## src/core/lmg_defines.vh

```
`ifndef LMG_DEFINES_VH
`define LMG_DEFINES_VH
// axi4-lite register byte addresses
`define LMG_ADDR_MODE 8'h00
`define LMG_ADDR_COLOR 8'h04
`define LMG_ADDR_CRTC_IDX 8'h08
`define LMG_ADDR_CRTC_DATA 8'h0c
`define LMG_ADDR_STATUS 8'h10
// mode-control bit positions
`define LMG_MODE_FAST 0
`define LMG_MODE_GFX 1
`define LMG_MODE_MONO 2
`define LMG_MODE_VIDEN 3
`define LMG_MODE_HIRES 4
`define LMG_MODE_BLINK 5
`define LMG_MODE_400 6
`define LMG_MODE_BANK 7
// colour-select bit positions
`define LMG_COL_INT 3
`define LMG_COL_FGINT 4
`define LMG_COL_PAL 5
// crt controller register numbers
`define LMG_CRTC_SA_HI 5'h0c
`define LMG_CRTC_SA_LO 5'h0d
`define LMG_CRTC_NREG 18
// geometry
`define LMG_BYTES_PER_LINE 7'd80
`define LMG_LINES 8'd200
`define LMG_ODD_BASE 16'h2000
`define LMG_PAGE_SIZE 16'h4000
`define LMG_H_TOTAL 10'd800
`define LMG_H_ACTIVE 10'd640
`define LMG_V_TOTAL 9'd440
`define LMG_V_ACTIVE 9'd400
`define LMG_HSYNC_LEN 10'd64
`define LMG_VSYNC_LEN 9'd2
`define LMG_RESP_OKAY 2'b00
`define LMG_RESP_SLVERR 2'b10
`endif

```

## src/core/lmg_pixel_decoder.v

```verilog
// What this block does
// - low res: 320x200, two bits per pixel
// - each pixel line scanned twice, 400 lines
// - even lines from even region base
// - odd lines from odd region 2000h
// - first byte gives four leftmost top pixels
// - upper bit red, lower bit green
// - code 00 shows colour-select background
// - palette bit drives blue gun
// - colour palettes green/red/brown, cyan/magenta/white
// - monochrome bit gives cyan/red/white palette
// - colour-select bit 4 brightens foreground
// - start address picks display page
// - mode bit 7 selects page bank
// - high res: 640x200, eight pixels per byte
// - mode-control bits decoded as listed; only bits 2, 3, 4 and 7 are used here
// - index then data reaches controller registers
//
// Added by the designer: the AXI4-Lite slave port and the placing of the registers.
`timescale 1ns/1ps
`include "lmg_defines.vh"
module lmg_pixel_decoder #(
    parameter H_TOTAL = 800,
    parameter V_TOTAL = 440
) (
    input wire i_clk,
    input wire i_rst_n,
    input wire [7:0] i_awaddr,
    input wire i_awvalid,
    output wire o_awready,
    input wire [31:0] i_wdata,
    input wire [3:0] i_wstrb,
    input wire i_wvalid,
    output wire o_wready,
    output reg [1:0] o_bresp,
    output reg o_bvalid,
    input wire i_bready,
    input wire [7:0] i_araddr,
    input wire i_arvalid,
    output wire o_arready,
    output reg [31:0] o_rdata,
    output reg [1:0] o_rresp,
    output reg o_rvalid,
    input wire i_rready,
    output reg [15:0] o_vram_addr,
    input wire [7:0] i_vram_data,
    output reg o_red,
    output reg o_green,
    output reg o_blue,
    output reg o_intens,
    output reg o_hsync,
    output reg o_vsync
);
    // ------------------------------------------------------------
    // register bus
    // ------------------------------------------------------------
    reg [7:0] mode_q;
    reg [7:0] color_q;
    reg [4:0] crtc_idx_q;
    reg [7:0] crtc_q [0:`LMG_CRTC_NREG-1];
    reg [7:0] awaddr_q;
    reg aw_have_q;
    reg [7:0] wdata_q;
    reg w_have_q;
    reg wr_ok;
    integer k;
    wire vblank;

    assign o_awready = !aw_have_q && !o_bvalid;
    assign o_wready = !w_have_q && !o_bvalid;
    assign o_arready = !o_rvalid;

    // address and data are latched independently, then committed together
    always @(posedge i_clk or negedge i_rst_n) begin
        if (!i_rst_n) begin
            aw_have_q <= 1'b0;
            w_have_q <= 1'b0;
            awaddr_q <= 8'h00;
            wdata_q <= 8'h00;
            o_bvalid <= 1'b0;
            o_bresp <= `LMG_RESP_OKAY;
            mode_q <= 8'h00;
            color_q <= 8'h00;
            crtc_idx_q <= 5'h00;
            for (k = 0; k < `LMG_CRTC_NREG; k = k + 1) begin
                crtc_q[k] <= 8'h00;
            end
        end else begin
            if (i_awvalid && o_awready) begin
                aw_have_q <= 1'b1;
                awaddr_q <= i_awaddr;
            end
            if (i_wvalid && o_wready) begin
                w_have_q <= 1'b1;
                wdata_q <= i_wstrb[0] ? i_wdata[7:0] : 8'h00;
            end
            if (aw_have_q && w_have_q) begin
                aw_have_q <= 1'b0;
                w_have_q <= 1'b0;
                o_bvalid <= 1'b1;
                o_bresp <= wr_ok ? `LMG_RESP_OKAY : `LMG_RESP_SLVERR;
                case (awaddr_q)
                    `LMG_ADDR_MODE: mode_q <= wdata_q;
                    `LMG_ADDR_COLOR: color_q <= wdata_q;
                    `LMG_ADDR_CRTC_IDX: crtc_idx_q <= wdata_q[4:0];
                    `LMG_ADDR_CRTC_DATA: begin
                        if (crtc_idx_q < `LMG_CRTC_NREG)
                            crtc_q[crtc_idx_q] <= wdata_q;
                    end
                    default: begin
                    end
                endcase
            end else if (o_bvalid && i_bready) begin
                o_bvalid <= 1'b0;
            end
        end
    end

    // decode of legal write targets
    always @* begin
        case (awaddr_q)
            `LMG_ADDR_MODE, `LMG_ADDR_COLOR, `LMG_ADDR_CRTC_IDX,
            `LMG_ADDR_CRTC_DATA: wr_ok = 1'b1;
            default: wr_ok = 1'b0;
        endcase
    end

    // read side: mode, colour and index read back; status shows blanking
    always @(posedge i_clk or negedge i_rst_n) begin
        if (!i_rst_n) begin
            o_rvalid <= 1'b0;
            o_rdata <= 32'h0000_0000;
            o_rresp <= `LMG_RESP_OKAY;
        end else if (i_arvalid && o_arready) begin
            o_rvalid <= 1'b1;
            o_rresp <= `LMG_RESP_OKAY;
            case (i_araddr)
                `LMG_ADDR_MODE: o_rdata <= {24'h000000, mode_q};
                `LMG_ADDR_COLOR: o_rdata <= {24'h000000, color_q};
                `LMG_ADDR_CRTC_IDX: o_rdata <= {27'h0000000, crtc_idx_q};
                `LMG_ADDR_CRTC_DATA: o_rdata <= (crtc_idx_q < `LMG_CRTC_NREG) ?
                    {24'h000000, crtc_q[crtc_idx_q]} : 32'h0000_0000;
                `LMG_ADDR_STATUS: o_rdata <= {31'h0000_0000, vblank};
                default: begin
                    o_rdata <= 32'h0000_0000;
                    o_rresp <= `LMG_RESP_SLVERR;
                end
            endcase
        end else if (o_rvalid && i_rready) begin
            o_rvalid <= 1'b0;
        end
    end

    // ------------------------------------------------------------
    // raster timing
    // ------------------------------------------------------------
    // one clock per 640-wide dot; low res pixels span two dots
    reg [9:0] hcnt_q;
    reg [8:0] vcnt_q;
    always @(posedge i_clk or negedge i_rst_n) begin
        if (!i_rst_n) begin
            hcnt_q <= 10'h000;
            vcnt_q <= 9'h000;
        end else if (hcnt_q == H_TOTAL[9:0] - 10'h001) begin
            hcnt_q <= 10'h000;
            vcnt_q <= (vcnt_q == V_TOTAL[8:0] - 9'h001) ? 9'h000 : vcnt_q + 9'h001;
        end else begin
            hcnt_q <= hcnt_q + 10'h001;
        end
    end

    wire h_act = hcnt_q < `LMG_H_ACTIVE;
    wire v_act = vcnt_q < `LMG_V_ACTIVE;
    assign vblank = !v_act;
    // pixel line is scan / 2, so each line is scanned twice
    wire [7:0] pline = vcnt_q[8:1];
    wire [6:0] bcol = hcnt_q[9:3]; // byte column, 80 per line
    // the first byte of a scan is fetched before the counter wraps, so use the next scan
    wire [8:0] vnext = (vcnt_q == V_TOTAL[8:0] - 9'h001) ? 9'h000 : vcnt_q + 9'h001;

    // ------------------------------------------------------------
    // address generation
    // ------------------------------------------------------------
    // start address in words from the controller, doubled to bytes; 2000h moves to page 2
    wire [13:0] start_w = {crtc_q[`LMG_CRTC_SA_HI][5:0], crtc_q[`LMG_CRTC_SA_LO]};
    function [15:0] lmg_addr;
        input [7:0] line;
        input [6:0] col;
        input [13:0] start;
        input bank;
        reg [12:0] off;
        begin
            off = line[7:1] * `LMG_BYTES_PER_LINE + {6'h00, col};
            lmg_addr = (line[0] ? `LMG_ODD_BASE : 16'h0000)
                + {3'h0, off}
                + {1'b0, start, 1'b0}
                + (bank ? (`LMG_PAGE_SIZE << 1) : 16'h0000);
        end
    endfunction

    // fetch one byte ahead: address at dot 5, ram answers at dot 6, loaded at dot 7
    wire [6:0] next_col = bcol + 7'h01;
    always @(posedge i_clk or negedge i_rst_n) begin
        if (!i_rst_n) begin
            o_vram_addr <= 16'h0000;
        end else if (hcnt_q == H_TOTAL[9:0] - 10'h003) begin
            o_vram_addr <= lmg_addr(vnext[8:1], 7'h00, start_w, mode_q[`LMG_MODE_BANK]);
        end else if (hcnt_q[2:0] == 3'h5) begin
            o_vram_addr <= lmg_addr(pline, next_col, start_w, mode_q[`LMG_MODE_BANK]);
        end
    end

    // shift register reloaded each byte; msb leaves first
    reg [7:0] shift_q;
    always @(posedge i_clk or negedge i_rst_n) begin
        if (!i_rst_n) begin
            shift_q <= 8'h00;
        end else if (hcnt_q[2:0] == 3'h7 || hcnt_q == H_TOTAL[9:0] - 10'h001) begin
            shift_q <= i_vram_data;
        end else if (mode_q[`LMG_MODE_HIRES]) begin
            shift_q <= {shift_q[6:0], 1'b0};
        end else if (hcnt_q[0]) begin
            shift_q <= {shift_q[5:0], 2'b00};
        end
    end

    // ------------------------------------------------------------
    // colour decode
    // ------------------------------------------------------------
    reg r_d;
    reg g_d;
    reg b_d;
    reg i_d;
    wire [1:0] code = shift_q[7:6];
    always @* begin
        r_d = 1'b0;
        g_d = 1'b0;
        b_d = 1'b0;
        i_d = 1'b0;
        if (mode_q[`LMG_MODE_HIRES]) begin
            // single-bit pixel: on is white, off is black
            r_d = shift_q[7];
            g_d = shift_q[7];
            b_d = shift_q[7];
        end else if (code == 2'b00) begin
            r_d = color_q[2];
            g_d = color_q[1];
            b_d = color_q[0];
            i_d = color_q[`LMG_COL_INT];
        end else begin
            r_d = code[1];
            g_d = code[0];
            b_d = color_q[`LMG_COL_PAL];
            if (mode_q[`LMG_MODE_MONO])
                b_d = code[0];
            i_d = color_q[`LMG_COL_FGINT];
        end
    end

    // blanking, enable and syncs are registered for clean outputs
    always @(posedge i_clk or negedge i_rst_n) begin
        if (!i_rst_n) begin
            o_red <= 1'b0;
            o_green <= 1'b0;
            o_blue <= 1'b0;
            o_intens <= 1'b0;
            o_hsync <= 1'b0;
            o_vsync <= 1'b0;
        end else begin
            o_red <= r_d & h_act & v_act & mode_q[`LMG_MODE_VIDEN];
            o_green <= g_d & h_act & v_act & mode_q[`LMG_MODE_VIDEN];
            o_blue <= b_d & h_act & v_act & mode_q[`LMG_MODE_VIDEN];
            o_intens <= i_d & h_act & v_act & mode_q[`LMG_MODE_VIDEN];
            // syncs sit at the end of the line and frame so a short raster still has them
            o_hsync <= hcnt_q >= H_TOTAL[9:0] - `LMG_HSYNC_LEN;
            o_vsync <= vcnt_q >= V_TOTAL[8:0] - `LMG_VSYNC_LEN;
        end
    end
endmodule

```

## config.mk

```make
export PLATFORM = sky130hd
export DESIGN_NAME = lmg_pixel_decoder
export DESIGN_NICKNAME = d
export VERILOG_FILES = /design/src/core/lmg_pixel_decoder.v
export VERILOG_INCLUDE_DIRS = /design/src /design/src/core
export SDC_FILE = /design/constraint.sdc
export NUM_CORES = 1
export LEC_CHECK = 0
export BUFFER_PORTS_ARGS = -buffer_cell sky130_fd_sc_hd__buf_2
export CAP_MARGIN = 20
export CORE_ASPECT_RATIO = 1.75
export CORE_UTILIZATION = 54
export CTS_CLUSTER_DIAMETER = 80
export DETAILED_ROUTE_END_ITERATION = 6
export PLACE_DENSITY = 0.78
export SLEW_MARGIN = 10
export SYNTH_ARGS = -nofsm -noshare
export SYNTH_HDL_FRONTEND = slang
export SYNTH_SLANG_ARGS = --single-unit
```

## constraint.sdc

```tcl
create_clock -name i_clk -period 4.1 [get_ports i_clk]
set_input_delay 0.205 -clock i_clk [delete_from_list [all_inputs] [get_ports i_clk]]
set_output_delay 0.205 -clock i_clk [all_outputs]
set_load 0.01 [all_outputs]
```

Word-level counts from Yosys, hierarchy flattened
Cells that the tools add are included.
- flip-flop bits (word level): 270
- bits of input ports: 67
- output and inout port bits: 63
- word-level logic and storage cells: 153
- add/subtract/negate cells: 10
- multiply operators: 2
- magnitude comparators: 7
- equal/unequal tests: 12
- multiplexer cells: 39
- bitwise operators: 13
- reduce and logical (&&, ||, !) cells: 30
- operators with widths (cell ; number):
    144-bit bitwise mux ; 1
    8-bit two-way mux ; 8
    16-bit two-way mux ; 3
    8-bit binary-select mux with 5-bit select ; 1
    8-bit demux with 5-bit select ; 1
    8-bit case mux with 5 select lines ; 1
    15-bit by 15-bit adder with 16-bit output ; 2
    16-bit adder ; 2
    8-bit by 4-bit equality test with 1-bit output, second input constant ; 4
    14-bit by 13-bit adder with 15-bit output ; 2
    14-bit two-way mux ; 2
    10-bit equality test, second input constant ; 2
    7-bit by 3-bit multiplier with 9-bit output, second input constant ; 2
    1-bit two-way mux ; 18
    8-bit by 3-bit equality test with 1-bit output, second input constant ; 2
    8-bit zero test ; 2
    13-bit by 7-bit adder with 13-bit output ; 1
    1-bit bitwise AND ; 12
    10-bit by 1-bit adder with 10-bit output, second input constant ; 1
    10-bit >= comparator, second input constant ; 1
    10-bit less-than comparator, second input constant ; 1
    10-bit two-way mux ; 1
    2-bit nonzero test ; 5
    9-bit by 1-bit adder with 9-bit output, second input constant ; 1
    other kinds (21) ; 37

Depth between registers and ports, before layout
- word-level depth: 7
- gate-level depth with buffers: 23
- gate-level depth less buffers: 21

Least setup slack after synthesis
Ideal clock, no wire load.
- path kind: reg-to-reg
- start: register vcnt_q[2]
- end: register o_vram_addr[15]
- library setup time: 0.083 ns
- arrival time: 4.135 ns
- required time: 4.017 ns
- setup slack: -0.117 ns
- cell stages (with the launch flop): 20
- buffers on the path: 2
- period minus slack after synthesis: 4.217 ns
- cell sequence: dfrtp_1 clkbuf_1 and3_1 clkbuf_1 or4b_2 xor2_1 nor2_1 ha_1 ha_1 a21oi_1 o21bai_1 a21oi_1 xnor2_1 ha_1 nand2_1 a221o_1 a21oi_1 a31oi_1 xor2_1 o21ai_0
- cells in the longest elaborated chain, start to end: 7
- elaborated cells between the ends (all ways): 15
- classes of those cells: add/sub (8); mul (2); eq/ne (1); mux (4)
- ends and longest elaborated chain (element ; RTL line ; source):
    from (decl) ; lmg_pixel_decoder.v:159 ; reg [8:0] vcnt_q;
    from (signal assigned) ; lmg_pixel_decoder.v:166 ; vcnt_q <= (vcnt_q == V_TOTAL[8:0] - 9'h001) ? 9'h000 : vcnt_q + 9'h001;
    9-bit by 1-bit adder with 9-bit output / 9-bit equality test (equally long branches) ; lmg_pixel_decoder.v:179 ; wire [8:0] vnext = (vcnt_q == V_TOTAL[8:0] - 9'h001) ? 9'h000 : vcnt_q + 9'h001;
    9-bit two-way mux * ; lmg_pixel_decoder.v:179 ;
    net vnext[7] ; lmg_pixel_decoder.v:179 ;
    7-bit by 3-bit multiplier with 9-bit output (no source line) * ; n/a ;
    14-bit by 13-bit adder with 15-bit output * ; lmg_pixel_decoder.v:194 ; lmg_addr = (line[0] ? `LMG_ODD_BASE : 16'h0000)
    15-bit by 15-bit adder with 16-bit output * ; lmg_pixel_decoder.v:194 ;
    16-bit adder * ; lmg_pixel_decoder.v:194 ;
    16-bit two-way mux * ; lmg_pixel_decoder.v:206 ; end else if (hcnt_q == H_TOTAL[9:0] - 10'h003) begin
    to (signal assigned) ; lmg_pixel_decoder.v:207 ; o_vram_addr <= lmg_addr(vnext[8:1], 7'h00, start_w, mode_q[`LMG_MODE_BANK]);
    to (signal assigned) ; lmg_pixel_decoder.v:209 ; o_vram_addr <= lmg_addr(pline, next_col, start_w, mode_q[`LMG_MODE_BANK]);
    to (decl) ; lmg_pixel_decoder.v:45 ; output reg [15:0] o_vram_addr,
The timed path passes the listed nets; every way through them passes the cells marked *. The select of a mux whose other input is x is not followed.
A chain may end at the register's enable or synchronous reset.

Worst setup path after layout
- start: register vcnt_q[3]
- end: register o_vram_addr[15]
- cells in the longest elaborated chain, start to end: 7
- elaborated cells between the ends (all ways): 15
- classes of those cells: add/sub (8); mul (2); eq/ne (1); mux (4)
- ends and longest elaborated chain (element ; RTL line):
    7-bit by 3-bit multiplier with 9-bit output (no source line), or another cell as far along ; n/a
    13-bit by 7-bit adder with 13-bit output / 9-bit two-way mux (equally long branches) ; lmg_pixel_decoder.v:193, lmg_pixel_decoder.v:179
    14-bit by 13-bit adder with 15-bit output, or another cell as far along ; lmg_pixel_decoder.v:194
    15-bit by 15-bit adder with 16-bit output / 14-bit by 13-bit adder with 15-bit output (equally long branches) ; lmg_pixel_decoder.v:194
    16-bit adder / 15-bit by 15-bit adder with 16-bit output (equally long branches) ; lmg_pixel_decoder.v:194
    16-bit two-way mux / 16-bit adder (equally long branches) ; lmg_pixel_decoder.v:208, lmg_pixel_decoder.v:194
    16-bit two-way mux * ; lmg_pixel_decoder.v:206
Every way passes the cells marked *; elsewhere a longest branch is shown, timed or not. The select of a mux whose other input is x is not followed.

==> metrics.txt <==
status finished, final reports clean; Async S/R FF share, synth 100%; htree depth 1; die width 120 um; pwr/cell area 355 nW/um2; CP endpoint kind flip-flop; total net switching power 1510 uW; DRT Pass-1 Iters 5; largest net degree at the start of global routing 110; Clk Latency, worst-skew pair 0.52 ns; chip height 209 um; Top Layer Used met4; Crit Path Class flip-flop to flip-flop; number of diodes 0; Critical path origin vcnt_q[3]; clock power share 38.9%; DR DRC count 0; Root Driver clkbuf_16; Setup WS post-layout 0.00361 ns; port buffer count 76; layout cell share with drive strength beyond 1 33.6%; clock transition at the registers of the reported paths 0.07 ns; Slew HR 35.2%; Design Area, Final 15,400 um2; Max Cap Violations 0; TritonCTS clock tree built; Starting Density 54.9%; Clock Sink Count 244; cell area after synthesis 13,200 um2; I/O pins 130; die area 25,100 um2; initial antenna violation count 0; Slew Limit Fails 0; CTS max path bufs 3; Slew @ Worst Pin 0.963 ns; core area 24,000 um2; fin crit share 99.9%; DP HPWL 23.0 mm; area delta synth->final 16.8%; met1 wire length 11.5 mm; worst path required time 4.49 ns; Tot GR Track Use 27.0%; Leakage 0.00745 uW; Hold WC Path Type input pin to flip-flop; switching power share of the total 27.6%; CP max FO 9; DR WL met2 17.9 mm; CP Data Arrival Time 4.48 ns; Clock Skews 0.0141 ns; WL/cell 20.4 um; fin crit period 4.10 ns; Setup violations, final 0; first-pass GRT wire length 53.0 mm; Non-Filler Instances 1,616; Yosys warning total 0; share of power burned in registers 52.1%; CP startpoint kind flip-flop; RSZ-0062 raised after global routing yes; metal3 WL 1.28 mm; post-synth cell types 58; mean area per synthesized cell 11.5 um2; Final #Nets 1,415; dpl cell area 14,200 um2; Placed Instances 1,543; EDFF count, synth 0; vias per inst 5.91; sequential area share after synthesis 46.3%; FMAX 244 MHz; worst r2r src vcnt_q[3]; routed vias 9,556; antenna-violating nets left 0; 1st-iter DRT viols 568; fillers 1,830; hold_ws 0.0127 ns; Pint 3960 uW; total global routing overflow 0; row cnt 75; vias in the first global route 10,100; Num CTS Buffers 23; number of synthesized register bits 244; Placer Congestion 0.940; main flop type after synthesis dfrtp_1; endpoints failing hold 0; Logic pwr share 9.0%; synthesized instance count 1,145; min-delay src i_wstrb[0]; VDD IR max 0.328 mV; pre-CTS WS -0.154 ns; final wirelength 32.9 mm
final cells by class:
type / instances / area (um2) / area share (%)
clock inverters: 9 / 103 / 0.666
inverters: 27 / 101 / 0.658
well taps: 308 / 385 / 2.50
clock buffers: 31 / 636 / 4.13
repair buffers: 184 / 1290 / 8.38
multi-input cells: 813 / 6790 / 44.0
flip-flops and latches: 244 / 6110 / 39.6
cell usage after synthesis (6+ instances only):
master     count  area, um2
nand2_1      100        375
mux4_2        33        743
nor2_1        60        225
and2_1         6       37.5
nor2b_1       14       87.6
nand3_1       20        100
nor3_1        12       60.1
xor2_1        18        158
and3_1         7       43.8
buf_4         26        195
ha_1          50        626
a21o_1        10       75.1
or3_1          7       43.8
mux2i_1       31        310
mux2_2       174       1960
inv_1         26       97.6
o2bb2ai_1      8       70.1
o31ai_1        7       52.6
clkbuf_1      51        191
nor2_2        11       68.8
a21oi_1       45        225
o21ai_0       62        310
a22oi_1       10       75.1
dfrtp_1      244       6110
xnor2_1       35        307
cells by family after synthesis:
family | count (synthesis) | share of synthesized area, %
AO/OA/AOI/OAI | 173 | 7.97
XOR/XNOR | 53 | 3.52
adder cells (fa/ha/maj) | 55 | 5.50
buffers and inverters | 113 | 3.99
flip-flops | 244 | 46.3
multiplexers | 238 | 22.8
other | 1 | 0.0284
AND/OR/NAND/NOR | 268 | 9.86
layout by cell type (no fill, tap or decap), drive strengths merged, types with 18 or more instances in the layout:
cell and count:
a21oi 45, o21ai 62, dlygate4sd3 31, mux2i 31, buf 153, xnor2 35
inv 26, dfrtp 244, xor2 18, conb 26, nor2 71, mux2 174
mux4 33, nand3 20, nand2 101, clkbuf 31, ha 50
worst paths after layout:
check / cells after the start / end / slack, ns
max in group asynchronous: 3 / o_hsync / 2.76
setup / recovery: 17 / o_vram_addr[15] / 0.004
min in group asynchronous: 2 / o_vram_addr[10] / 0.33
setup reg to reg: 17 / o_vram_addr[15] / 0.004
hold reg to reg: 2 / o_vram_addr[0] / 0.47
hold / removal: 3 / wdata_q[1] / 0.01
timing repair:
action / CTS / global route
hold endpoints to repair: 134 / 0
gates resized for setup: 20 / 15
pin swaps: 13 / 21
endpoints found under the setup margin: 2 / 4
hold buffers: 31 / 0
setup buffers: 1 / 1
critical path: stages, from the launching register on:
cell	delay, ns
dfrtp_1	0.39
buf_4	0.19
ha_1	0.30
ha_1	0.21
inv_1	0.07
fa_1	0.47
or3_4	0.44
nor3_4	0.22
xnor2_2	0.15
xnor2_1	0.14
ha_1	0.27
and3_1	0.22
o221a_2	0.27
o311a_1	0.13
a31oi_1	0.14
buf_4	0.14
xor2_1	0.13
o21ai_1	0.08
routing by layer:
metal	vias up	global-route usage, %
met5	-	0
met4	0	16.3
met3	120	3.19
met2	266	50.3
met1	4842	28.4
li1	4328	-
power by group through the flow:
stage                     clock network, uW  registers, uW  logic, uW
final                                  2130           2850        490
after global placement                    0           2870        445
after floorplan                           0           2660        445
after global routing                   2260           2880        539
after CTS                              2170           2840        483
after detailed placement                  0           2880        458
state kept, by name (all words and copies together), names as in the netlist, 5 cells and up:
signal and count:
crtc_q 144, o_vram_addr 16, hcnt_q 10, vcnt_q 9, awaddr_q 8, color_q 8, mode_q 8, o_rdata 8
shift_q 8, wdata_q 8, crtc_idx_q 5
metrics by stage:
stage                     utilization [%]  TNS (ns)  total power [uW]
final                                64.1         0              5470
after detailed placement             59.2    -0.275              3340
after global routing                 64.1    -0.430              5670
after CTS                            63.9         0              5490
after global placement               59.2    -0.113              3310
after floorplan                         -         0              3100
(Power assumes the default switching activity.)
